$ cat config.mk
export PLATFORM = sky130hd
export DESIGN_NAME = diagnostic_led_status_encoder
export DESIGN_NICKNAME = d
export VERILOG_FILES = /design/src/verilog/led_pkg.sv /design/src/verilog/flash_divider.sv /design/src/verilog/diagnostic_led_status_encoder.sv
export VERILOG_INCLUDE_DIRS = /design/src /design/src/verilog
export SDC_FILE = /design/constraint.sdc
export NUM_CORES = 1
export LEC_CHECK = 0
export ABC_AREA = 0
export BUFFER_PORTS_ARGS = -buffer_cell sky130_fd_sc_hd__buf_4
export CAP_MARGIN = 20
export CORE_UTILIZATION = 30
export DETAILED_ROUTE_END_ITERATION = 12
export PLACE_DENSITY = 0.56
export SLEW_MARGIN = 20
export SYNTH_ARGS = -nofsm -noshare
export SYNTH_HDL_FRONTEND = slang
export SYNTH_SLANG_ARGS = --single-unit
$ cat constraint.sdc
create_clock -name CLOCK -period 4.75 [get_ports CLOCK]
set_clock_uncertainty 0.1 [all_clocks]
set_input_delay 0.95 -clock CLOCK [delete_from_list [all_inputs] [get_ports CLOCK]]
set_output_delay 0.95 -clock CLOCK [all_outputs]
set_load 0.02 [all_outputs]
$ cat src/verilog/led_defines.svh
`ifndef LED_DEFINES_SVH
`define LED_DEFINES_SVH

// ----------------------------------------------------------------
// Clock and timing
// ----------------------------------------------------------------
// System clock rate in Hz
`define LED_CLK_HZ 40000000
// Clock cycles per millisecond
`define LED_CYC_PER_MS (`LED_CLK_HZ / 1000)
// Start-up watchdog time in minutes
`define LED_HANG_TIME_MIN 3
// Start-up watchdog time in cycles, 64-bit because it passes 2**31
`define LED_HANG_CYCLES (64'd60 * `LED_HANG_TIME_MIN * `LED_CLK_HZ)
// Flash half periods in milliseconds (slow 0.5 Hz, fast 2 Hz, var 1 Hz)
`define LED_SLOW_HALF_MS 1000
`define LED_FAST_HALF_MS 250
`define LED_VAR_HALF_MS 500

// ----------------------------------------------------------------
// Register offsets
// ----------------------------------------------------------------
`define LED_CONFIG_OFS 12'h000
`define LED_SLOW_OFS 12'h004
`define LED_FAST_OFS 12'h008
`define LED_VAR_OFS 12'h00C
`define LED_STATUS_OFS 12'h010

// ----------------------------------------------------------------
// Field positions and reset values
// ----------------------------------------------------------------
`define LED_CFG_BUS_LSB 0
`define LED_CFG_MON_BIT 2
`define LED_CFG_SAVE_BIT 3
// Reset: industrial Ethernet, monitoring on, no save/restore
`define LED_CONFIG_RST 4'h4
`define LED_ST_RUN_BIT 0
`define LED_ST_BOOTF_BIT 1
`define LED_ST_MOTOR_BIT 2
`define LED_ST_FACT_BIT 3
`define LED_ST_HANG_BIT 4
`define LED_ST_RDY_LSB 8
`define LED_ST_BF_LSB 10
`define LED_ST_LNK_BIT 12
// Consecutive hung boots that raise the boot failure fault
`define LED_BOOT_FAIL_TRIES 4'h3

`endif

$ cat src/verilog/led_pkg.sv
package led_pkg;

  // ----------------------------------------------------------------
  // Indicator patterns and colours
  // ----------------------------------------------------------------
  // Signal state of one indicator
  typedef enum logic [2:0] {
    PAT_OFF = 3'h0,
    PAT_ON = 3'h1,
    PAT_SLOW = 3'h2,
    PAT_FAST = 3'h3,
    PAT_VAR = 3'h4
  } pattern_t;

  // Colour as {green, red}; orange and yellow light both dies
  typedef enum logic [1:0] {
    COL_NONE = 2'h0,
    COL_RED = 2'h1,
    COL_GREEN = 2'h2,
    COL_ORANGE = 2'h3
  } colour_t;

  // Fieldbus in use
  typedef enum logic [1:0] {
    BUS_ETH = 2'h0,
    BUS_RS485 = 2'h1,
    BUS_TOKEN = 2'h2,
    BUS_NONE = 2'h3
  } fieldbus_t;

  // Start-up sequence, Gray along boot to run
  typedef enum logic [1:0] {
    ST_BOOT = 2'h0,
    ST_RUN = 2'h1,
    ST_HUNG = 2'h2
  } boot_state_t;

endpackage : led_pkg

$ cat src/verilog/flash_divider.sv
// ----------------------------------------------------------------
// Programmable flash divider: square wave of given half period
// ----------------------------------------------------------------
module flash_divider (
  // Clock, reset, enable
  input wire logic clk,
  input wire logic rst_b,
  input wire logic ce,
  // Half period in clock cycles
  input wire logic [25:0] half,
  // Square wave
  output logic phase
);

  // Cycles left in this half period
  logic [25:0] cnt_q;
  // Reload value, zero treated as one cycle
  logic [25:0] reload;

  assign reload = (half == 26'h0) ? 26'h0 : half - 26'h1;

  // Count down and toggle on reaching zero
  always_ff @(posedge clk) begin
    if (!rst_b) begin
      cnt_q <= 26'h0;
      phase <= 1'b0;
    end else if (ce) begin
      if (cnt_q == 26'h0) begin
        cnt_q <= reload;
        phase <= ~phase;
      end else if (cnt_q > reload) begin
        // Shorter period written: take it now, not after the long one
        cnt_q <= reload;
      end else begin
        cnt_q <= cnt_q - 26'h1;
      end
    end
  end

endmodule : flash_divider

$ cat src/verilog/diagnostic_led_status_encoder.sv
`include "led_defines.svh"

module diagnostic_led_status_encoder #(
  // Start-up watchdog length; shorten for simulation
  parameter logic [32:0] HANG_CYCLES = 33'(`LED_HANG_CYCLES)
) (
  // Clock, reset, enable
  input wire logic CLOCK,
  input wire logic RST_B,
  input wire logic CE,
  // APB slave
  input wire logic PSEL,
  input wire logic PENABLE,
  input wire logic PWRITE,
  input wire logic [11:0] PADDR,
  input wire logic [31:0] PWDATA,
  output logic [31:0] PRDATA,
  output logic PREADY,
  output logic PSLVERR,
  // Converter state
  input wire logic STARTED,
  input wire logic FW_UPDATING,
  input wire logic FW_WAIT_POWER,
  input wire logic FW_FAILED,
  input wire logic CARD_WRONG,
  input wire logic PARAM_WRONG,
  input wire logic FAULT_ACTIVE,
  input wire logic FACTORY_RESTORE,
  input wire logic [7:0] COMMISSIONING_STAGE,
  input wire logic [15:0] STATUS_WORD_ONE,
  input wire logic [31:0] MISSING_ENABLE_SIGNALS,
  // Fieldbus state
  input wire logic BUS_ACTIVE,
  input wire logic DATA_EXCHANGE,
  input wire logic BUS_CFG_FAULT,
  input wire logic DEVICE_NAMING,
  // Boot recovery
  input wire logic CARD_PRESENT,
  input wire logic [3:0] HUNG_BOOTS,
  input wire logic FLASH_DARK_HANG,
  input wire logic RECOVERING,
  input wire logic SAVE_RESTORE_STORED,
  // Indicators
  output logic RDY_RED,
  output logic RDY_GREEN,
  output logic BF_RED,
  output logic BF_GREEN,
  output logic LNK_GREEN,
  // Converter outputs
  output logic MOTOR_ENABLE,
  output logic BOOT_FAILURE_FAULT,
  output logic FACTORY_START,
  output logic SAVE_RESTORE_COMMAND
);

  // ----------------------------------------------------------------
  // Registers and state
  // ----------------------------------------------------------------
  logic [3:0] config_q; // Bus type, monitoring, save/restore
  logic [25:0] slow_q; // Slow half period
  logic [25:0] fast_q; // Fast half period
  logic [25:0] var_q; // Variable-rate half period
  led_pkg::boot_state_t boot_q; // Start-up sequence
  logic [32:0] hang_cnt_q; // Start-up watchdog
  logic hang_to_q; // Watchdog expired
  logic fact_done_q; // Factory flag sampled once

  led_pkg::fieldbus_t bus_type; // Decoded bus type
  logic mon_on; // Fieldbus monitoring active
  logic slow_ph; // Slow square wave
  logic fast_ph; // Fast square wave
  logic mid_ph; // Medium square wave
  logic var_ph; // Varying-rate wave

  assign bus_type = led_pkg::fieldbus_t'(config_q[`LED_CFG_BUS_LSB +: 2]);
  assign mon_on = config_q[`LED_CFG_MON_BIT];

  // ----------------------------------------------------------------
  // Flash rate generation
  // ----------------------------------------------------------------
  // Programmable slow rate
  flash_divider u_slow (
    .clk(CLOCK), .rst_b(RST_B), .ce(CE), .half(slow_q), .phase(slow_ph)
  );
  flash_divider u_fast (
    .clk(CLOCK), .rst_b(RST_B), .ce(CE), .half(fast_q), .phase(fast_ph)
  );
  // Third rate feeds the varying flash
  flash_divider u_mid (
    .clk(CLOCK), .rst_b(RST_B), .ce(CE), .half(var_q), .phase(mid_ph)
  );
  // Rate swaps each slow half period, so the eye sees it vary
  assign var_ph = slow_ph ? fast_ph : mid_ph;

  function automatic logic lvl(led_pkg::pattern_t p, logic s, logic f,
                               logic v);
    case (p)
      led_pkg::PAT_ON: lvl = 1'b1;
      led_pkg::PAT_SLOW: lvl = s;
      led_pkg::PAT_FAST: lvl = f;
      led_pkg::PAT_VAR: lvl = v;
      default: lvl = 1'b0;
    endcase
  endfunction : lvl

  // ----------------------------------------------------------------
  // APB slave
  // ----------------------------------------------------------------
  logic setup; // First cycle of a transfer
  logic access; // Completing access cycle
  logic hit; // Address is mapped
  logic [31:0] rd_val; // Read mux
  logic [31:0] status_val; // Live status word

  assign setup = PSEL & ~PENABLE;
  assign access = PSEL & PENABLE & PREADY;
  assign hit = (PADDR == `LED_CONFIG_OFS) | (PADDR == `LED_SLOW_OFS) |
               (PADDR == `LED_FAST_OFS) | (PADDR == `LED_VAR_OFS) |
               (PADDR == `LED_STATUS_OFS);

  // Read mux; unmapped reads as zero
  always_comb begin
    rd_val = 32'h0000_0000;
    case (PADDR)
      `LED_CONFIG_OFS: rd_val = {28'h000_0000, config_q};
      `LED_SLOW_OFS: rd_val = {6'h00, slow_q};
      `LED_FAST_OFS: rd_val = {6'h00, fast_q};
      `LED_VAR_OFS: rd_val = {6'h00, var_q};
      `LED_STATUS_OFS: rd_val = status_val;
      default: rd_val = 32'h0000_0000;
    endcase
  end

  // Answer in the cycle after setup: one wait-free access phase
  always_ff @(posedge CLOCK) begin
    if (!RST_B) begin
      PREADY <= 1'b0;
      PSLVERR <= 1'b0;
      PRDATA <= 32'h0000_0000;
    end else if (CE) begin
      PREADY <= setup;
      PSLVERR <= setup & ~hit;
      // Data captured at setup stays put through the access
      if (setup) begin
        PRDATA <= PWRITE ? 32'h0000_0000 : rd_val;
      end
    end
  end

  // Register writes take effect at the completing edge only
  always_ff @(posedge CLOCK) begin
    if (!RST_B) begin
      config_q <= `LED_CONFIG_RST;
      slow_q <= 26'(`LED_SLOW_HALF_MS * `LED_CYC_PER_MS);
      fast_q <= 26'(`LED_FAST_HALF_MS * `LED_CYC_PER_MS);
      var_q <= 26'(`LED_VAR_HALF_MS * `LED_CYC_PER_MS);
    end else if (CE && access && PWRITE) begin
      case (PADDR)
        `LED_CONFIG_OFS: config_q <= PWDATA[3:0];
        `LED_SLOW_OFS: slow_q <= PWDATA[25:0];
        `LED_FAST_OFS: fast_q <= PWDATA[25:0];
        `LED_VAR_OFS: var_q <= PWDATA[25:0];
        default: ; // Status is read-only, unmapped ignored
      endcase
    end
  end

  // ----------------------------------------------------------------
  // Start-up sequence
  // ----------------------------------------------------------------
  // Orange until the converter reports started
  always_ff @(posedge CLOCK) begin
    if (!RST_B) begin
      boot_q <= led_pkg::ST_BOOT;
    end else if (CE) begin
      case (boot_q)
        led_pkg::ST_BOOT: begin
          if (STARTED) begin
            boot_q <= led_pkg::ST_RUN;
          end else if (hang_to_q) begin
            boot_q <= led_pkg::ST_HUNG;
          end
        end
        led_pkg::ST_HUNG: begin
          if (STARTED) begin
            boot_q <= led_pkg::ST_RUN;
          end
        end
        led_pkg::ST_RUN: boot_q <= led_pkg::ST_RUN;
        default: boot_q <= led_pkg::ST_BOOT;
      endcase
    end
  end

  // Watchdog on a start-up that never completes
  always_ff @(posedge CLOCK) begin
    if (!RST_B) begin
      hang_cnt_q <= 33'h0_0000_0000;
      hang_to_q <= 1'b0;
    end else if (CE && boot_q == led_pkg::ST_BOOT && !STARTED) begin
      if (hang_cnt_q >= HANG_CYCLES - 33'h1) begin
        hang_to_q <= 1'b1;
      end else begin
        hang_cnt_q <= hang_cnt_q + 33'h1;
      end
    end
  end

  // Stored save/restore seen once after reset release
  always_ff @(posedge CLOCK) begin
    if (!RST_B) begin
      fact_done_q <= 1'b0;
      FACTORY_START <= 1'b0;
    end else if (CE && !fact_done_q) begin
      fact_done_q <= 1'b1;
      FACTORY_START <= SAVE_RESTORE_STORED;
    end
  end

  // ----------------------------------------------------------------
  // Pattern selection
  // ----------------------------------------------------------------
  led_pkg::colour_t rdy_col, bf_col, lnk_col; // Colours
  led_pkg::pattern_t rdy_pat, bf_pat, lnk_pat; // Patterns
  led_pkg::colour_t bus_col; // Fieldbus bus-fault colour
  led_pkg::pattern_t bus_pat; // Fieldbus bus-fault pattern

  // Bus-fault indicator from the fieldbus alone
  always_comb begin
    bus_col = led_pkg::COL_NONE;
    bus_pat = led_pkg::PAT_OFF;
    case (bus_type)
      led_pkg::BUS_ETH, led_pkg::BUS_RS485: begin
        if (bus_type == led_pkg::BUS_RS485 && !mon_on) begin
          bus_pat = led_pkg::PAT_OFF;
        end else if (DATA_EXCHANGE) begin
          bus_pat = led_pkg::PAT_OFF;
        end else if (BUS_ACTIVE) begin
          bus_col = led_pkg::COL_RED;
          bus_pat = led_pkg::PAT_SLOW;
        end else begin
          bus_col = led_pkg::COL_RED;
          bus_pat = led_pkg::PAT_ON;
        end
      end
      led_pkg::BUS_TOKEN: begin
        if (!BUS_ACTIVE) begin
          bus_pat = led_pkg::PAT_OFF;
        end else if (DATA_EXCHANGE) begin
          bus_col = led_pkg::COL_GREEN;
          bus_pat = led_pkg::PAT_ON;
        end else if (BUS_CFG_FAULT) begin
          bus_col = led_pkg::COL_RED;
          bus_pat = led_pkg::PAT_SLOW;
        end else begin
          bus_col = led_pkg::COL_RED;
          bus_pat = led_pkg::PAT_FAST;
        end
      end
      default: begin
        bus_col = led_pkg::COL_NONE;
        bus_pat = led_pkg::PAT_OFF;
      end
    endcase
  end

  // Whole display; hang and boot displays override everything
  always_comb begin
    rdy_col = led_pkg::COL_GREEN;
    rdy_pat = led_pkg::PAT_ON;
    bf_col = bus_col;
    bf_pat = bus_pat;
    lnk_col = led_pkg::COL_GREEN;
    lnk_pat = led_pkg::PAT_OFF;
    if (bus_type == led_pkg::BUS_ETH) begin
      if (DEVICE_NAMING) begin
        lnk_pat = led_pkg::PAT_SLOW;
      end else if (DATA_EXCHANGE) begin
        lnk_pat = led_pkg::PAT_ON;
      end
    end
    if (FLASH_DARK_HANG || boot_q == led_pkg::ST_HUNG) begin
      // Hang displays: orange recovery, dark cycles, flicker
      rdy_col = led_pkg::COL_ORANGE;
      bf_col = led_pkg::COL_ORANGE;
      lnk_col = led_pkg::COL_ORANGE;
      rdy_pat = RECOVERING ? led_pkg::PAT_FAST : led_pkg::PAT_SLOW;
      if (!FLASH_DARK_HANG) begin
        rdy_pat = led_pkg::PAT_FAST;
      end
      bf_pat = rdy_pat;
      lnk_pat = rdy_pat;
    end else if (boot_q == led_pkg::ST_BOOT) begin
      rdy_col = led_pkg::COL_ORANGE;
      bf_pat = led_pkg::PAT_OFF;
      lnk_pat = led_pkg::PAT_OFF;
    end else if (FW_UPDATING) begin
      rdy_col = led_pkg::COL_RED;
      bf_col = led_pkg::COL_ORANGE;
      bf_pat = led_pkg::PAT_VAR;
    end else if (FW_WAIT_POWER) begin
      rdy_col = led_pkg::COL_RED;
      rdy_pat = led_pkg::PAT_SLOW;
      bf_col = led_pkg::COL_RED;
      bf_pat = led_pkg::PAT_SLOW;
    end else if (CARD_WRONG ||
                 (PARAM_WRONG && bus_type == led_pkg::BUS_RS485)) begin
      rdy_col = led_pkg::COL_RED;
      rdy_pat = led_pkg::PAT_FAST;
      bf_col = led_pkg::COL_RED;
      bf_pat = led_pkg::PAT_FAST;
    end else if (FW_FAILED) begin
      rdy_col = led_pkg::COL_RED;
      rdy_pat = led_pkg::PAT_FAST;
      bf_col = led_pkg::COL_RED;
      bf_pat = led_pkg::PAT_ON;
    end else if (FAULT_ACTIVE) begin
      // Active fault; bus-fault keeps the bus view
      rdy_col = led_pkg::COL_RED;
      rdy_pat = led_pkg::PAT_FAST;
    end else if (COMMISSIONING_STAGE != 8'h00 || FACTORY_RESTORE) begin
      rdy_pat = led_pkg::PAT_SLOW;
    end
  end

  // ----------------------------------------------------------------
  // Registered outputs
  // ----------------------------------------------------------------
  logic rdy_on, bf_on, lnk_on; // Lamp levels this cycle

  assign rdy_on = lvl(rdy_pat, slow_ph, fast_ph, var_ph);
  assign bf_on = lvl(bf_pat, slow_ph, fast_ph, var_ph);
  assign lnk_on = lvl(lnk_pat, slow_ph, fast_ph, var_ph);

  // Lamps and converter flags, one cycle behind their causes
  always_ff @(posedge CLOCK) begin
    if (!RST_B) begin
      RDY_RED <= 1'b0;
      RDY_GREEN <= 1'b0;
      BF_RED <= 1'b0;
      BF_GREEN <= 1'b0;
      LNK_GREEN <= 1'b0;
      MOTOR_ENABLE <= 1'b0;
      BOOT_FAILURE_FAULT <= 1'b0;
      SAVE_RESTORE_COMMAND <= 1'b0;
    end else if (CE) begin
      RDY_RED <= rdy_on & rdy_col[0];
      RDY_GREEN <= rdy_on & rdy_col[1];
      BF_RED <= bf_on & bf_col[0];
      BF_GREEN <= bf_on & bf_col[1];
      LNK_GREEN <= lnk_on & lnk_col[1];
      MOTOR_ENABLE <= !FAULT_ACTIVE && COMMISSIONING_STAGE == 8'h00 &&
                      STATUS_WORD_ONE[0] &&
                      MISSING_ENABLE_SIGNALS == 32'h0000_0000;
      // Repeated hung boots with no card
      BOOT_FAILURE_FAULT <= !CARD_PRESENT &&
                            HUNG_BOOTS >= `LED_BOOT_FAIL_TRIES;
      // Save/restore request toward the settings store
      SAVE_RESTORE_COMMAND <= config_q[`LED_CFG_SAVE_BIT];
    end
  end

  // Status word for software
  always_comb begin
    status_val = 32'h0000_0000;
    status_val[`LED_ST_RUN_BIT] = (boot_q == led_pkg::ST_RUN);
    status_val[`LED_ST_BOOTF_BIT] = BOOT_FAILURE_FAULT;
    status_val[`LED_ST_MOTOR_BIT] = MOTOR_ENABLE;
    status_val[`LED_ST_FACT_BIT] = FACTORY_START;
    status_val[`LED_ST_HANG_BIT] = hang_to_q;
    status_val[`LED_ST_RDY_LSB +: 2] = {RDY_GREEN, RDY_RED};
    status_val[`LED_ST_BF_LSB +: 2] = {BF_GREEN, BF_RED};
    status_val[`LED_ST_LNK_BIT] = LNK_GREEN;
  end
endmodule : diagnostic_led_status_encoder

After elaboration in Yosys (flattened, before gate mapping):

Cells that the tools add are included.

* register bits: 243
* bits of input ports: 126
* output and inout port bits: 43
* logic and storage cells: 187

* add/subtract/negate cells: 7
* $lt $le $gt $ge: 5
* equal/unequal tests: 22
* multiplexer cells: 65
* bitwise gates (word level): 19
* reductions and logical operators: 43

Operators by type and width (count)
* 26-bit two-way mux: 9
* 26-bit logical NOT: 6
* 26-bit by 1-bit subtractor with 26-bit output, second input constant: 6
* 26-bit one-hot mux with 5 select lines: 1
* 26-bit greater-than comparator: 3
* 2-bit two-way mux: 32
* 33-bit by 1-bit adder with 33-bit output, second input constant: 1
* 33-bit greater-or-equal comparator, second input constant: 1
* 32-bit logical NOT: 1
* 32-bit two-way mux: 1
* 3-bit two-way mux: 9
* 12-bit by 4-bit == test with 1-bit output, second input constant: 2
* 2-bit AND reduction: 10
* 3-bit by 2-bit == test with 1-bit output, second input constant: 6
* 12-bit by 3-bit == test with 1-bit output, second input constant: 1
* 12-bit by 5-bit == test with 1-bit output, second input constant: 1
* 12-bit logical NOT: 1
* 1-bit one-hot mux with 4 select lines: 3
* 1-bit logical AND: 11
* 3-bit by 1-bit == test with 1-bit output, second input constant: 3
* 3-bit == test, second input constant: 3
* 1-bit AND: 8
* 8-bit logical NOT: 1
* 8-bit nonzero test: 1
* 17 further kinds: 40

Longest topological paths before layout:

Gate-level depths: netlist of run 1.

* depth in word-level cells: 13
* mapped depth: 21
* gate-level depth less buffers: 17

Cells and area by module:

A second synthesis of run 1 with hierarchy kept.

* cell total of the unflattened synthesis: 2136
* area total of the unflattened synthesis: 16464.5 µm²

By module, submodules not included
* diagnostic_led_status_encoder: times used 1, cells each 945, area an instance 7505.9 µm², seq. area each 3123.0 µm²
* flash_divider (u_fast ...): times used 2, cells each 400, area an instance 2965.3 µm², seq. area each 540.5 µm²
* flash_divider (u_slow): times used 1, cells each 391, area an instance 3027.9 µm², seq. area each 540.5 µm²

Least setup slack after synthesis of run 1:

No wires, ideal clock.

* path type: register -> register
* start: reg fast_q[3]
* end: reg u_fast.cnt_q[10]
* arrival time: 4.438 ns
* slack: 0.116 ns
* cell stages (with the launch flop): 18
* clock period less this slack: 4.634 ns
* path through: dfxtp_1 > clkbuf_1 > nor4_1 > nand4_1 > nor2_1 > nand2_1 > or4_1 > xnor2_1 > nand2_1 > ha_1 > nand2_1 > or4_4 > or4_4 > o21a_1 > buf_6 > nor2_4 > mux2_2 > a221oi_1

* word-level cells in the longest chain between the ends: 5
* elaborated cells on any way between the ends: 6
* those cells by class: 1 x add/sub; 1 x order compare; 3 x mux; 1 x reduce/logical

RTL lines
* start, declared: line diagnostic_led_status_encoder.sv:61 `logic [25:0] fast_q;`
* start signal, assigned: line diagnostic_led_status_encoder.sv:155 `` fast_q <= 26'(`LED_FAST_HALF_MS * `LED_CYC_PER_MS); ``
* start signal, assigned: line diagnostic_led_status_encoder.sv:161 `` `LED_FAST_OFS: fast_q <= PWDATA[25:0]; ``
* 26-bit by 1-bit subtractor with 26-bit output or 26-bit logical NOT (tied branches): line flash_divider.sv:20 `assign reload = (half == 26'h0) ? 26'h0 : half - 26'h1;`
* 26-bit two-way mux *: line flash_divider.sv:20
* 26-bit greater-than comparator: line flash_divider.sv:31 `end else if (cnt_q > reload) begin`
* 26-bit two-way mux: line flash_divider.sv:31
* 26-bit two-way mux *: line flash_divider.sv:28 `if (cnt_q == 26'h0) begin`
* end signal, assigned: line flash_divider.sv:29 `cnt_q <= reload;`
* end signal, assigned: line flash_divider.sv:33 `cnt_q <= reload;`
* end signal, assigned: line flash_divider.sv:35 `cnt_q <= cnt_q - 26'h1;`
* end, declared: line flash_divider.sv:16 `logic [25:0] cnt_q;`

Mark *: on every way between the ends. The rest lies on a longest branch, timed or not.
A chain may end at the register's enable or synchronous reset.

Final worst setup path of run 1:

* start: reg fast_q[4]
* end: reg u_fast.cnt_q[14]

The elaborated chain is that of the path after synthesis.

==> impl_metrics.csv, run 1 <==
group,metric,value,unit
run_status,status,"complete, no violations",
floorplanning,design.core.area,51200,um2
worst_setup_path,end_kind,"flip-flop",
detailed_routing,wl_per_cell,18.4,um
worst_setup_path,crit_arrival,5.02,ns
synth,synth_compound_area_share,18.8,%
floorplanning,rows,83,
detailed_routing,drt-total-wl,53200,um
detailed_routing,antenna_left,0,
global_routing,grt_max_degree,94,
synth,synthDistinctLibCells,83,
cts,htreeDepth,1,
synth,synth_top_family_by_area,"simple AND/OR/NAND/NOR gates",
worst_hold_path,min_path_cells,2,
synth,ys_ff_latch,237,
detailed_routing,vias_per_cell,5.49,
worst_setup_path,crit_path_max_fanout,6,
worst_setup_path,critical-path-max-stage-delay,0.63,ns
synth,synthMuxAreaShare,3.78,%
placed_design,port_buffers,141,
synth,synth_edf_count,0,
timing,setup_viol,0,
global_routing,grt_pass1_vias,15100,
power_and_ir_drop,p_leak,7.64,nW
synth,ys_warn_count,0,
cts,cts_buffer_depth,3,
synth,synth-xor-area-share,4.51,%
floorplanning,initial_core_util,30.3,%
placed_design,place.gp.congestion,0.880,
global_routing,grt_pass1_wl,83600,um
worst_hold_path,min_path_type,"flip-flop to flip-flop",
global_routing,antenna_found_initial,0,
worst_setup_path,worstReg2RegEnd,"u_fast.cnt_q[14]",
cts,cts_sinks,237,
power_and_ir_drop,p_per_area,436,nW/um2
synth,synth_fa_ha_area_share,7.17,%
timing,fin_crit_sh,96.8,%
synth,syn_area_per_cell,7.60,um2
synth,seq_area_frac_synth,30.5,%
synth,synth_top_area_share,30.5,%
placed_design,placedCellCount,2838,
floorplanning,die_h,230,um
worst_setup_path,path_class,"flip-flop to flip-flop",
cells_and_area,drive_above_1_share,16.8,%
worst_hold_path,min_to,"fact_done_q",
timing,worstMarginPinSlew,0.999,ns
worst_setup_path,required,5.17,ns
placed_design,dp.final_hpwl,40000,um
synth,synth.area.top_cells,"dfxtp_1 31%, nand2_1 8.0%, ha_1 7.2%",
synth,yosys.area_share.simple,30.9,%
cells_and_area,final_util,36.8,%
detailed_routing,drtIter0Drc,1116,
synth,synth_area,15500,um2
power_and_ir_drop,total_power,8.22,mW
synth,synth_area_leader_cell,"dfxtp_1",
cells_and_area,final_cells,2894,
synth,synth-main-ff-cell,"dfxtp_1",
timing,period_minus_slack,4.60,ns
floorplanning,die_area,52700,um2
synth,synth_async_sr_flop_share,0,%
worst_setup_path,worst-r2r-cell-count,16,
worst_setup_path,crit_family,"simple AND/OR/NAND/NOR gates",
synth,syn_inst,2045,
timing,hold_viol,0,
floorplanning,die_w,230,um
placed_design,dp_worst_setup_slack,-0.0483,ns
cts,cts_tree,"yes",
cts,numCtsBuffers,29,
worst_setup_path,cp_cell_sequence,"buf_4 > or4_1 > or3_1 > nor2_1 > nand3_1 > xnor2_1 > nand2_1 > ha_1 > nand4_1 > or4_4 > or4_4 > o21a_4 > buf_4 > or4_1 > o21ai_0 > a32o_2",
timing,fin_ws,0.151,ns
timing,rsz0062_at_grt,"yes",
timing,setup_tns,0,ns
floorplanning,ios,169,
synth,synthTopCellsByCount,"333 x nand2_1, 237 x dfxtp_1, 204 x nor2_1, 147 x a21oi_1, 95 x clkbuf_1",
timing,slew_viol_final,0,
worst_hold_path,hp-start,"fact_done_q",
global_routing,grt_overflow,0,
worst_setup_path,cp-start-kind,"flip-flop",
detailed_routing,firstDrtPassIters,7,
synth,yosysMostFrequentCell,"nand2_1",
worst_setup_path,critical_path_buf_inv_count,2,
run,maxCapViolCount,0,
cells_and_area,syn2layout_area_growth,21.3,%
detailed_routing,vias,15900,
worst_setup_path,rrSetupSlack,0.15,ns
worst_setup_path,critical_path.slowest_cell,"or4_1",
global_routing,grtUsageTotal,19.6,%
detailed_routing,drcViolationCount,0,
timing,max_freq,217,MHz
cts,clk_pin_slew,0.07,ns
power_and_ir_drop,peakVddDrop,276,uV
timing,maxSlewHeadroom,33.2,%
cts,cts_root_buffer,"clkbuf_16",
cells_and_area,fin_nets,2406,
cts,clkLatencyLatePin,0.58,ns
worst_setup_path,r2r-start,"fast_q[4]",
cells_and_area,fillers,5339,
cells_and_area,antenna_cells,0,
cts,cts_hold_buf,0,
## final cells by class
class / instances / area [um2] / area share (%)
Inverter: 29 / 111 / 0.591
Tap cell: 680 / 851 / 4.51
Clock buffer: 36 / 802 / 4.26
Multi-Input combinational cell: 1663 / 10300 / 54.8
Clock inverter: 18 / 216 / 1.15
Timing Repair Buffer: 231 / 1790 / 9.49
Sequential cell: 237 / 4750 / 25.2
## worst register-to-register path, cell delays in order, from the launching register on
cell,delay (ns)
dfxtp_1,0.33
buf_4,0.17
or4_1,0.63
or3_1,0.46
nor2_1,0.12
nand3_1,0.11
xnor2_1,0.14
nand2_1,0.11
ha_1,0.31
nand4_1,0.07
or4_4,0.44
or4_4,0.56
o21a_4,0.16
buf_4,0.13
or4_1,0.48
o21ai_0,0.09
a32o_2,0.14
## worst max path at each step
| stage | from | endpoint | slack [ns] | cells after the start |
|---|---|---|---|---|
| 5_1_grt | fast_q[6] | u_fast.cnt_q[10] | -0.03 | 16 |
| 4_1_cts | var_q[11] | u_mid.cnt_q[1] | 0.08 | 15 |
| 6_report | fast_q[4] | u_fast.cnt_q[14] | 0.15 | 16 |
| 2_1_floorplan | fast_q[3] | u_fast.cnt_q[10] | 0.12 | 17 |
| 3_3_place_gp | fast_q[3] | u_fast.cnt_q[17] | -0.03 | 16 |
| 3_5_place_dp | fast_q[3] | u_fast.cnt_q[10] | -0.05 | 16 |
## cell families (layout without fill, tap and decap cells)
family | after synthesis | after routing
compound gates | 445 | 445
xor+xnor | 80 | 80
fa+ha+maj | 89 | 89
buf+inv | 151 | 314
flops | 237 | 237
mux | 56 | 56
other cells | 1 | 6
simple gates | 986 | 987
## through the flow
stage | hold WS (ns) | instance area (um2)
floorplan | 0.342 | 15600
global placement | 0.358 | 17700
detailed placement | 0.379 | 17700
CTS | 0.393 | 18700
global route | 0.416 | 18800
finish | 0.394 | 18800
## sequential cells by signal, indices dropped and copies added, names as in the netlist, 4 cells and up
register,cells
u_fast.cnt_q,26
var_q,26
hang_cnt_q,33
u_mid.cnt_q,26
config_q,4
slow_q,26
fast_q,26
PRDATA,26
u_slow.cnt_q,26
## repair_timing
action                     CTS  global route
setup endpoints to repair    7            76
gates resized for setup      1            30
pin swaps                    0             6
setup buffers                0             1
cloned                       0             1
## power by group
| group | switching, mW | internal (mW) | total [mW] |
|---|---|---|---|
| clock | 0.950 | 1.42 | 2.37 |
| sequential | 0.356 | 2.24 | 2.59 |
| combinational | 1.86 | 1.40 | 3.25 |
| total | 3.16 | 5.06 | 8.22 |
## routing by layer
metal  up-vias  global-route usage, %  share of wire [%]  wire, um
met5         -                      0                  0         0
met2       477                   32.1                 46     24500
met3        79                   2.32                5.6      3000
met4         0                   6.35                2.7      1420
li1       7750                      -                  -         -
met1      7572                   26.5                 46     24200
## cell usage in the layout (no fill, tap or decap), types with 32 or more instances in the layout
cell and count:
nor2_1 200, nand3_1 87, dfxtp_1 234, nor3_1 87, a21oi_1 147, ha_1 88, mux2i_1 34, or3_1 38
o21ai_0 84, buf_4 226, nor4_1 43, xor2_1 53, nand4_1 32, nand2_1 331
Note: power is estimated with default switching activity, not from simulation.
==> run 2: changes to the inputs <==
- PLACE_DENSITY: 0.56 -> not set
==> run 2 against run 1 <==
Global-route usage decreased by 0.53 points. Sequential share of layout area increased by 0.18 points. Via count increased by 0.84%. Critical path depth unchanged. First-iteration DRC count increased by 26%. Die area unchanged. Design area decreased by 0.75%. Fmax about the same. Hold slack got worse by 0.013 ns. Count of clock-buffer cells in the layout decreased by 1. Sequential cell count unchanged. Largest power group unchanged.
==> impl_metrics.csv, run 2 (same netlist as run 1, synthesis figures left out) <==
group,metric,value,unit
run_status,status,"complete, no violations",
cells_and_area,layout_common_cells,"333 x nand2_1, 235 x dfxtp_1, 225 x buf_4",
run,maxCapViolCount,0,
worst_setup_path,path_class,"flip-flop to flip-flop",
worst_setup_path,crit_path_max_fanout,5,
detailed_routing,vias,16000,
placed_design,place.gp.congestion,0.868,
placed_design,port_buffers,141,
worst_hold_path,min_path_type,"flip-flop to flip-flop",
cells_and_area,top_register,"hang_cnt_q",
global_routing,grt_pass1_vias,14900,
cts,clk_pin_slew,0.06,ns
cts,cts_root_buffer,"clkbuf_16",
timing,setup_viol,0,
floorplanning,initial_core_util,30.3,%
cts,clkLatencyLatePin,0.57,ns
worst_setup_path,end_kind,"flip-flop",
timing,worstMarginPinSlew,1.08,ns
cells_and_area,drive_above_1_share,16.2,%
cts,cts_buffer_depth,3,
floorplanning,design.core.area,51200,um2
cells_and_area,syn2layout_area_growth,20.4,%
timing,finalHoldWorstSlack,0.381,ns
global_routing,grt_overflow,0,
floorplanning,die_area,52700,um2
detailed_routing,firstDrtPassIters,6,
timing,maxSlewHeadroom,28.0,%
cts,cts_sinks,237,
cts,htreeDepth,1,
power_and_ir_drop,peakVddDrop,262,uV
detailed_routing,antenna_left,0,
cts,cts_tree,"yes",
detailed_routing,drt-total-wl,51900,um
cells_and_area,antenna_cells,0,
detailed_routing,drcViolationCount,0,
power_and_ir_drop,p_leak,7.57,nW
floorplanning,ios,169,
detailed_routing,vias_per_cell,5.55,
floorplanning,die_h,230,um
placed_design,dp.final_hpwl,38500,um
global_routing,grt_pass1_wl,82100,um
detailed_routing,wl_per_cell,18.0,um
worst_setup_path,cp-start-kind,"flip-flop",
global_routing,antenna_found_initial,0,
cells_and_area,final_common_cell,"nand2_1",
cells_and_area,largest_reg_flops,33,
global_routing,grtUsageTotal,19.1,%
power_and_ir_drop,total_power,8.06,mW
detailed_routing,drtIter0Drc,1409,
worst_setup_path,crit_arrival,5.01,ns
timing,fin_crit_sh,96.9,%
global_routing,grt_max_degree,100,
timing,period_minus_slack,4.60,ns
worst_setup_path,required,5.16,ns
cells_and_area,fin_nets,2401,
timing,max_freq,217,MHz
cts,numCtsBuffers,27,
timing,slew_viol_final,0,
power_and_ir_drop,p_per_area,431,nW/um2
floorplanning,die_w,230,um
floorplanning,rows,83,
timing,hold_viol,0,
==> run 2: cell count changes in the layout (fill, tap and decap cells not counted), moves of 2 or more <==
cell	before	now
clkbuf_16	29	27
clkinv_2	6	4
nand2_1	331	333
nand2_2	3	1
nor4_2	5	7
==> run 2: per-stage QoR <==
stage               utilization (%)  TNS [ns]  instances  instance area [um2]  setup WS, ns
floorplan                         -         0       2050                15600         0.116
global placement               34.4         0       2835                17600        0.0592
detailed placement             34.4         0       2835                17600        0.0500
CTS                            36.3         0       2885                18600        0.0147
global route                   36.5  -0.00515       2887                18700      -0.00509
finish                         36.5         0       2887                18700         0.148
==> run 2: area by class of cell <==
cell class,instances,area (um2)
Clock buffer,35,766
Clock inverter,15,198
Fill cell,5270,32500
Inverter,29,111
Multi-Input combinational cell,1662,10300
Sequential cell,237,4750
Tap cell,680,851
Timing Repair Buffer,229,1770
==> run 2: final timing paths <==
kind	end	cells past startpoint	start	slack, ns
max	u_fast.cnt_q[14]	16	fast_q[5]	0.15
min	fact_done_q	2	fact_done_q	0.38
max reg2reg	u_fast.cnt_q[14]	16	fast_q[5]	0.15
min reg2reg	fact_done_q	2	fact_done_q	0.38
==> run 2: timing repair <==
item,in CTS,in global routing
setup buffers,0,2
setup endpoints to repair,0,42
hold buffers,0,0
resized for setup,0,20
==> run 2: report_power, final <==
part	switching, mW	leakage, nW	internal [mW]
sequential	0.359	1.92	2.24
combinational	1.82	5.18	1.36
clock	0.920	0.468	1.36
total	3.10	7.57	4.96
==> run 2: worst max-delay path: stages, from the launching register on <==
cell and delay [ns]:
dfxtp_1 0.36, buf_4 0.18, or4_1 0.55, or3_4 0.42
nor2_1 0.11, nand3_1 0.10, xnor2_1 0.15, nand2_1 0.11
ha_1 0.32, nand4_1 0.09, or4_4 0.45, or4_4 0.55
o21a_2 0.18, buf_4 0.15, or4_1 0.52, o21ai_2 0.08
a32o_1 0.12
==> run 2: layer usage <==
metal  vias up  GRT usage [%]  share of wire (%)
li1       7743              -                  -
met1      7653           26.0                 46
met2       531           31.4                 46
met3        85           1.99                5.5
met4         0           5.83                2.8
met5         -              0                  0
==> run 3: changes to the inputs <==
- GPL_ROUTABILITY_DRIVEN: not set -> 0
- GPL_TIMING_DRIVEN: not set -> 0
- clock period: 4.75 -> 5.62 ns (I/O delays scaled with it)
==> run 3 against run 2 <==
Global-route usage increased by 3.6 points. Combinational power is 13% lower. Non-clock buffer count increased by 33. Utilization decreased by 0.30 points. Largest power group unchanged. Critical endpoint is now u_fast.cnt_q[3]. Largest cell class unchanged. Power down 13%. Sequential cell count is the same. Hold slack improved by 0.0078 ns. Sequential share of layout area rose by 0.20 points. First-iteration DRC count increased by 22%.
==> impl_metrics.csv, run 3 (same netlist as run 1, synthesis figures left out) <==
group,metric,value,unit
run_status,status,"complete, no violations",
global_routing,grt_overflow,0,
cts,numCtsBuffers,28,
placed_design,dp.final_hpwl,47700,um
cts,cts_tree,"yes",
worst_setup_path,critical_path.slowest_cell,"or4_4",
detailed_routing,antenna_left,0,
timing,setup_viol,0,
cts,cts_root_buffer,"clkbuf_16",
detailed_routing,vias_per_cell,5.76,
floorplanning,die_area,52700,um2
floorplanning,initial_core_util,30.3,%
floorplanning,die_h,230,um
cts,cts_sinks,237,
timing,worstMarginPinSlew,1.19,ns
placed_design,dpl_cell_area,17500,um2
cts,cts_hold_buf,0,
detailed_routing,wl_per_cell,21.2,um
cells_and_area,fillers,5389,
run,maxCapViolCount,0,
detailed_routing,drtIter0Drc,1725,
cells_and_area,top_register,"hang_cnt_q",
worst_setup_path,critical-path-max-stage-delay,0.57,ns
global_routing,grt_max_degree,14,
floorplanning,die_w,230,um
timing,max_freq,188,MHz
global_routing,grtUsageTotal,22.7,%
worst_hold_path,min_path_type,"flip-flop to flip-flop",
cells_and_area,layout_common_cells,"333 x nand2_1, 237 x dfxtp_1, 204 x nor2_1",
cts,clkLatencyLatePin,0.57,ns
cells_and_area,antenna_cells,0,
detailed_routing,vias,16800,
cells_and_area,largest_reg_flops,33,
floorplanning,rows,83,
worst_setup_path,cp_cell_sequence,"clkbuf_1 > nor4_4 > nand4_1 > or2_2 > or3_1 > nor3_1 > a21oi_1 > ha_1 > nand3_1 > or4_4 > or4_4 > o21a_1 > buf_6 > nor2_4 > buf_2 > o311ai_0 > a31oi_1",
cts,htreeDepth,1,
floorplanning,ios,169,
power_and_ir_drop,p_per_area,380,nW/um2
timing,setup_tns,0,ns
timing,hold_viol,0,
timing,fin_crit_sh,94.7,%
global_routing,grt_pass1_wl,93800,um
cts,postCtsSetupRepairBufs,0,
worst_setup_path,cpMostUsedCell,"or4_4",
cts,clk_pin_slew,0.06,ns
floorplanning,design.core.area,51200,um2
worst_setup_path,path_class,"flip-flop to flip-flop",
detailed_routing,firstDrtPassIters,6,
cts,cts_buffer_depth,3,
placed_design,port_buffers,140,
worst_setup_path,required,6.00,ns
power_and_ir_drop,peakVddDrop,215,uV
timing,rsz0062_at_grt,"no",
timing,finalHoldWorstSlack,0.388,ns
cells_and_area,final_common_cell,"nand2_1",
global_routing,antenna_found_initial,0,
worst_setup_path,end_kind,"flip-flop",
timing,maxSlewHeadroom,20.6,%
detailed_routing,drcViolationCount,0,
cts,ctsResizeCount,0,
cells_and_area,syn2layout_area_growth,19.4,%
worst_setup_path,crit_path_max_fanout,10,
worst_setup_path,cp-start-kind,"flip-flop",
power_and_ir_drop,p_leak,7.37,nW
worst_setup_path,crit_arrival,5.70,ns
cells_and_area,postLayoutCellArea,18600,um2
detailed_routing,drt-total-wl,61800,um
timing,period_minus_slack,5.32,ns
timing,slew_viol_final,0,
cells_and_area,drive_above_1_share,12.4,%
global_routing,grt_pass1_vias,15700,
cells_and_area,fin_nets,2435,
run 3: changes by cell type in the layout (fill, tap and decap cells not counted), moves of 4 or more:
cell	change
buf_1	+5
buf_4	-76
clkbuf_1	+91
buf_6	+6
clkbuf_2	+4
buf_2	+6
buf_12	-4
run 3: per-stage QoR:
| stage | setup WS [ns] | util, % | total power [mW] | std cells |
|---|---|---|---|---|
| 2_1_floorplan | 0.986 | - | 4.12 | 2050 |
| 3_3_place_gp | 0.266 | 34.1 | 4.82 | 2870 |
| 3_5_place_dp | 0.219 | 34.1 | 4.89 | 2870 |
| 4_1_cts | 0.212 | 36.1 | 6.96 | 2919 |
| 5_1_grt | 0.0585 | 36.2 | 7.39 | 2919 |
| 6_report | 0.299 | 36.2 | 7.05 | 2919 |
run 3: worst max-delay path, delay by kind of cell, from the launching register on:
| kind | cells | cell delay [ns] |
|---|---|---|
| adders and majority gates | 1 | 0.32 |
| and+or+nand+nor | 9 | 3.12 |
| buffers and inverters | 3 | 0.75 |
| DFF | 1 | 0.30 |
| AOI/OAI and AO/OA | 4 | 0.62 |
run 3: final cells by class:
cell class                 count  area (um2)  share of cell area (%)
sequential                   237        4740                    25.6
clock buffer                  36         812                    4.38
buffer                       122         549                    2.96
inverter                      29         109                   0.587
multi-input combinational   1662       10200                    55.0
timing repair buffer         140        1050                    5.67
clock inverter                13         223                    1.20
tap                          680         851                    4.59
run 3: where the power goes:
| group | leakage [nW] | switching [mW] | total (mW) | internal (mW) |
|---|---|---|---|---|
| Clock | 0.503 | 0.785 | 2.07 | 1.28 |
| Sequential | 1.92 | 0.300 | 2.19 | 1.89 |
| Combinational | 4.95 | 1.69 | 2.79 | 1.10 |
| Total | 7.37 | 2.78 | 7.05 | 4.28 |
run 3: metal layers:
| layer | vias up | track usage, % | share of wire, % |
|---|---|---|---|
| met4 | 0 | 10.2 | 4.7 |
| li1 | 7803 | - | - |
| met1 | 7991 | 30.6 | 43 |
| met5 | - | 0 | 0 |
| met2 | 862 | 35.2 | 43 |
| met3 | 153 | 3.80 | 9.0 |
run 3: final timing paths:
check	from	endpoint	slack, ns	cells past startpoint
worst max register to register	fast_q[3]	u_fast.cnt_q[3]	0.30	17
worst min register to register	fact_done_q	fact_done_q	0.39	2
worst min-delay path	fact_done_q	fact_done_q	0.39	2
worst max-delay path	fast_q[3]	u_fast.cnt_q[3]	0.30	17
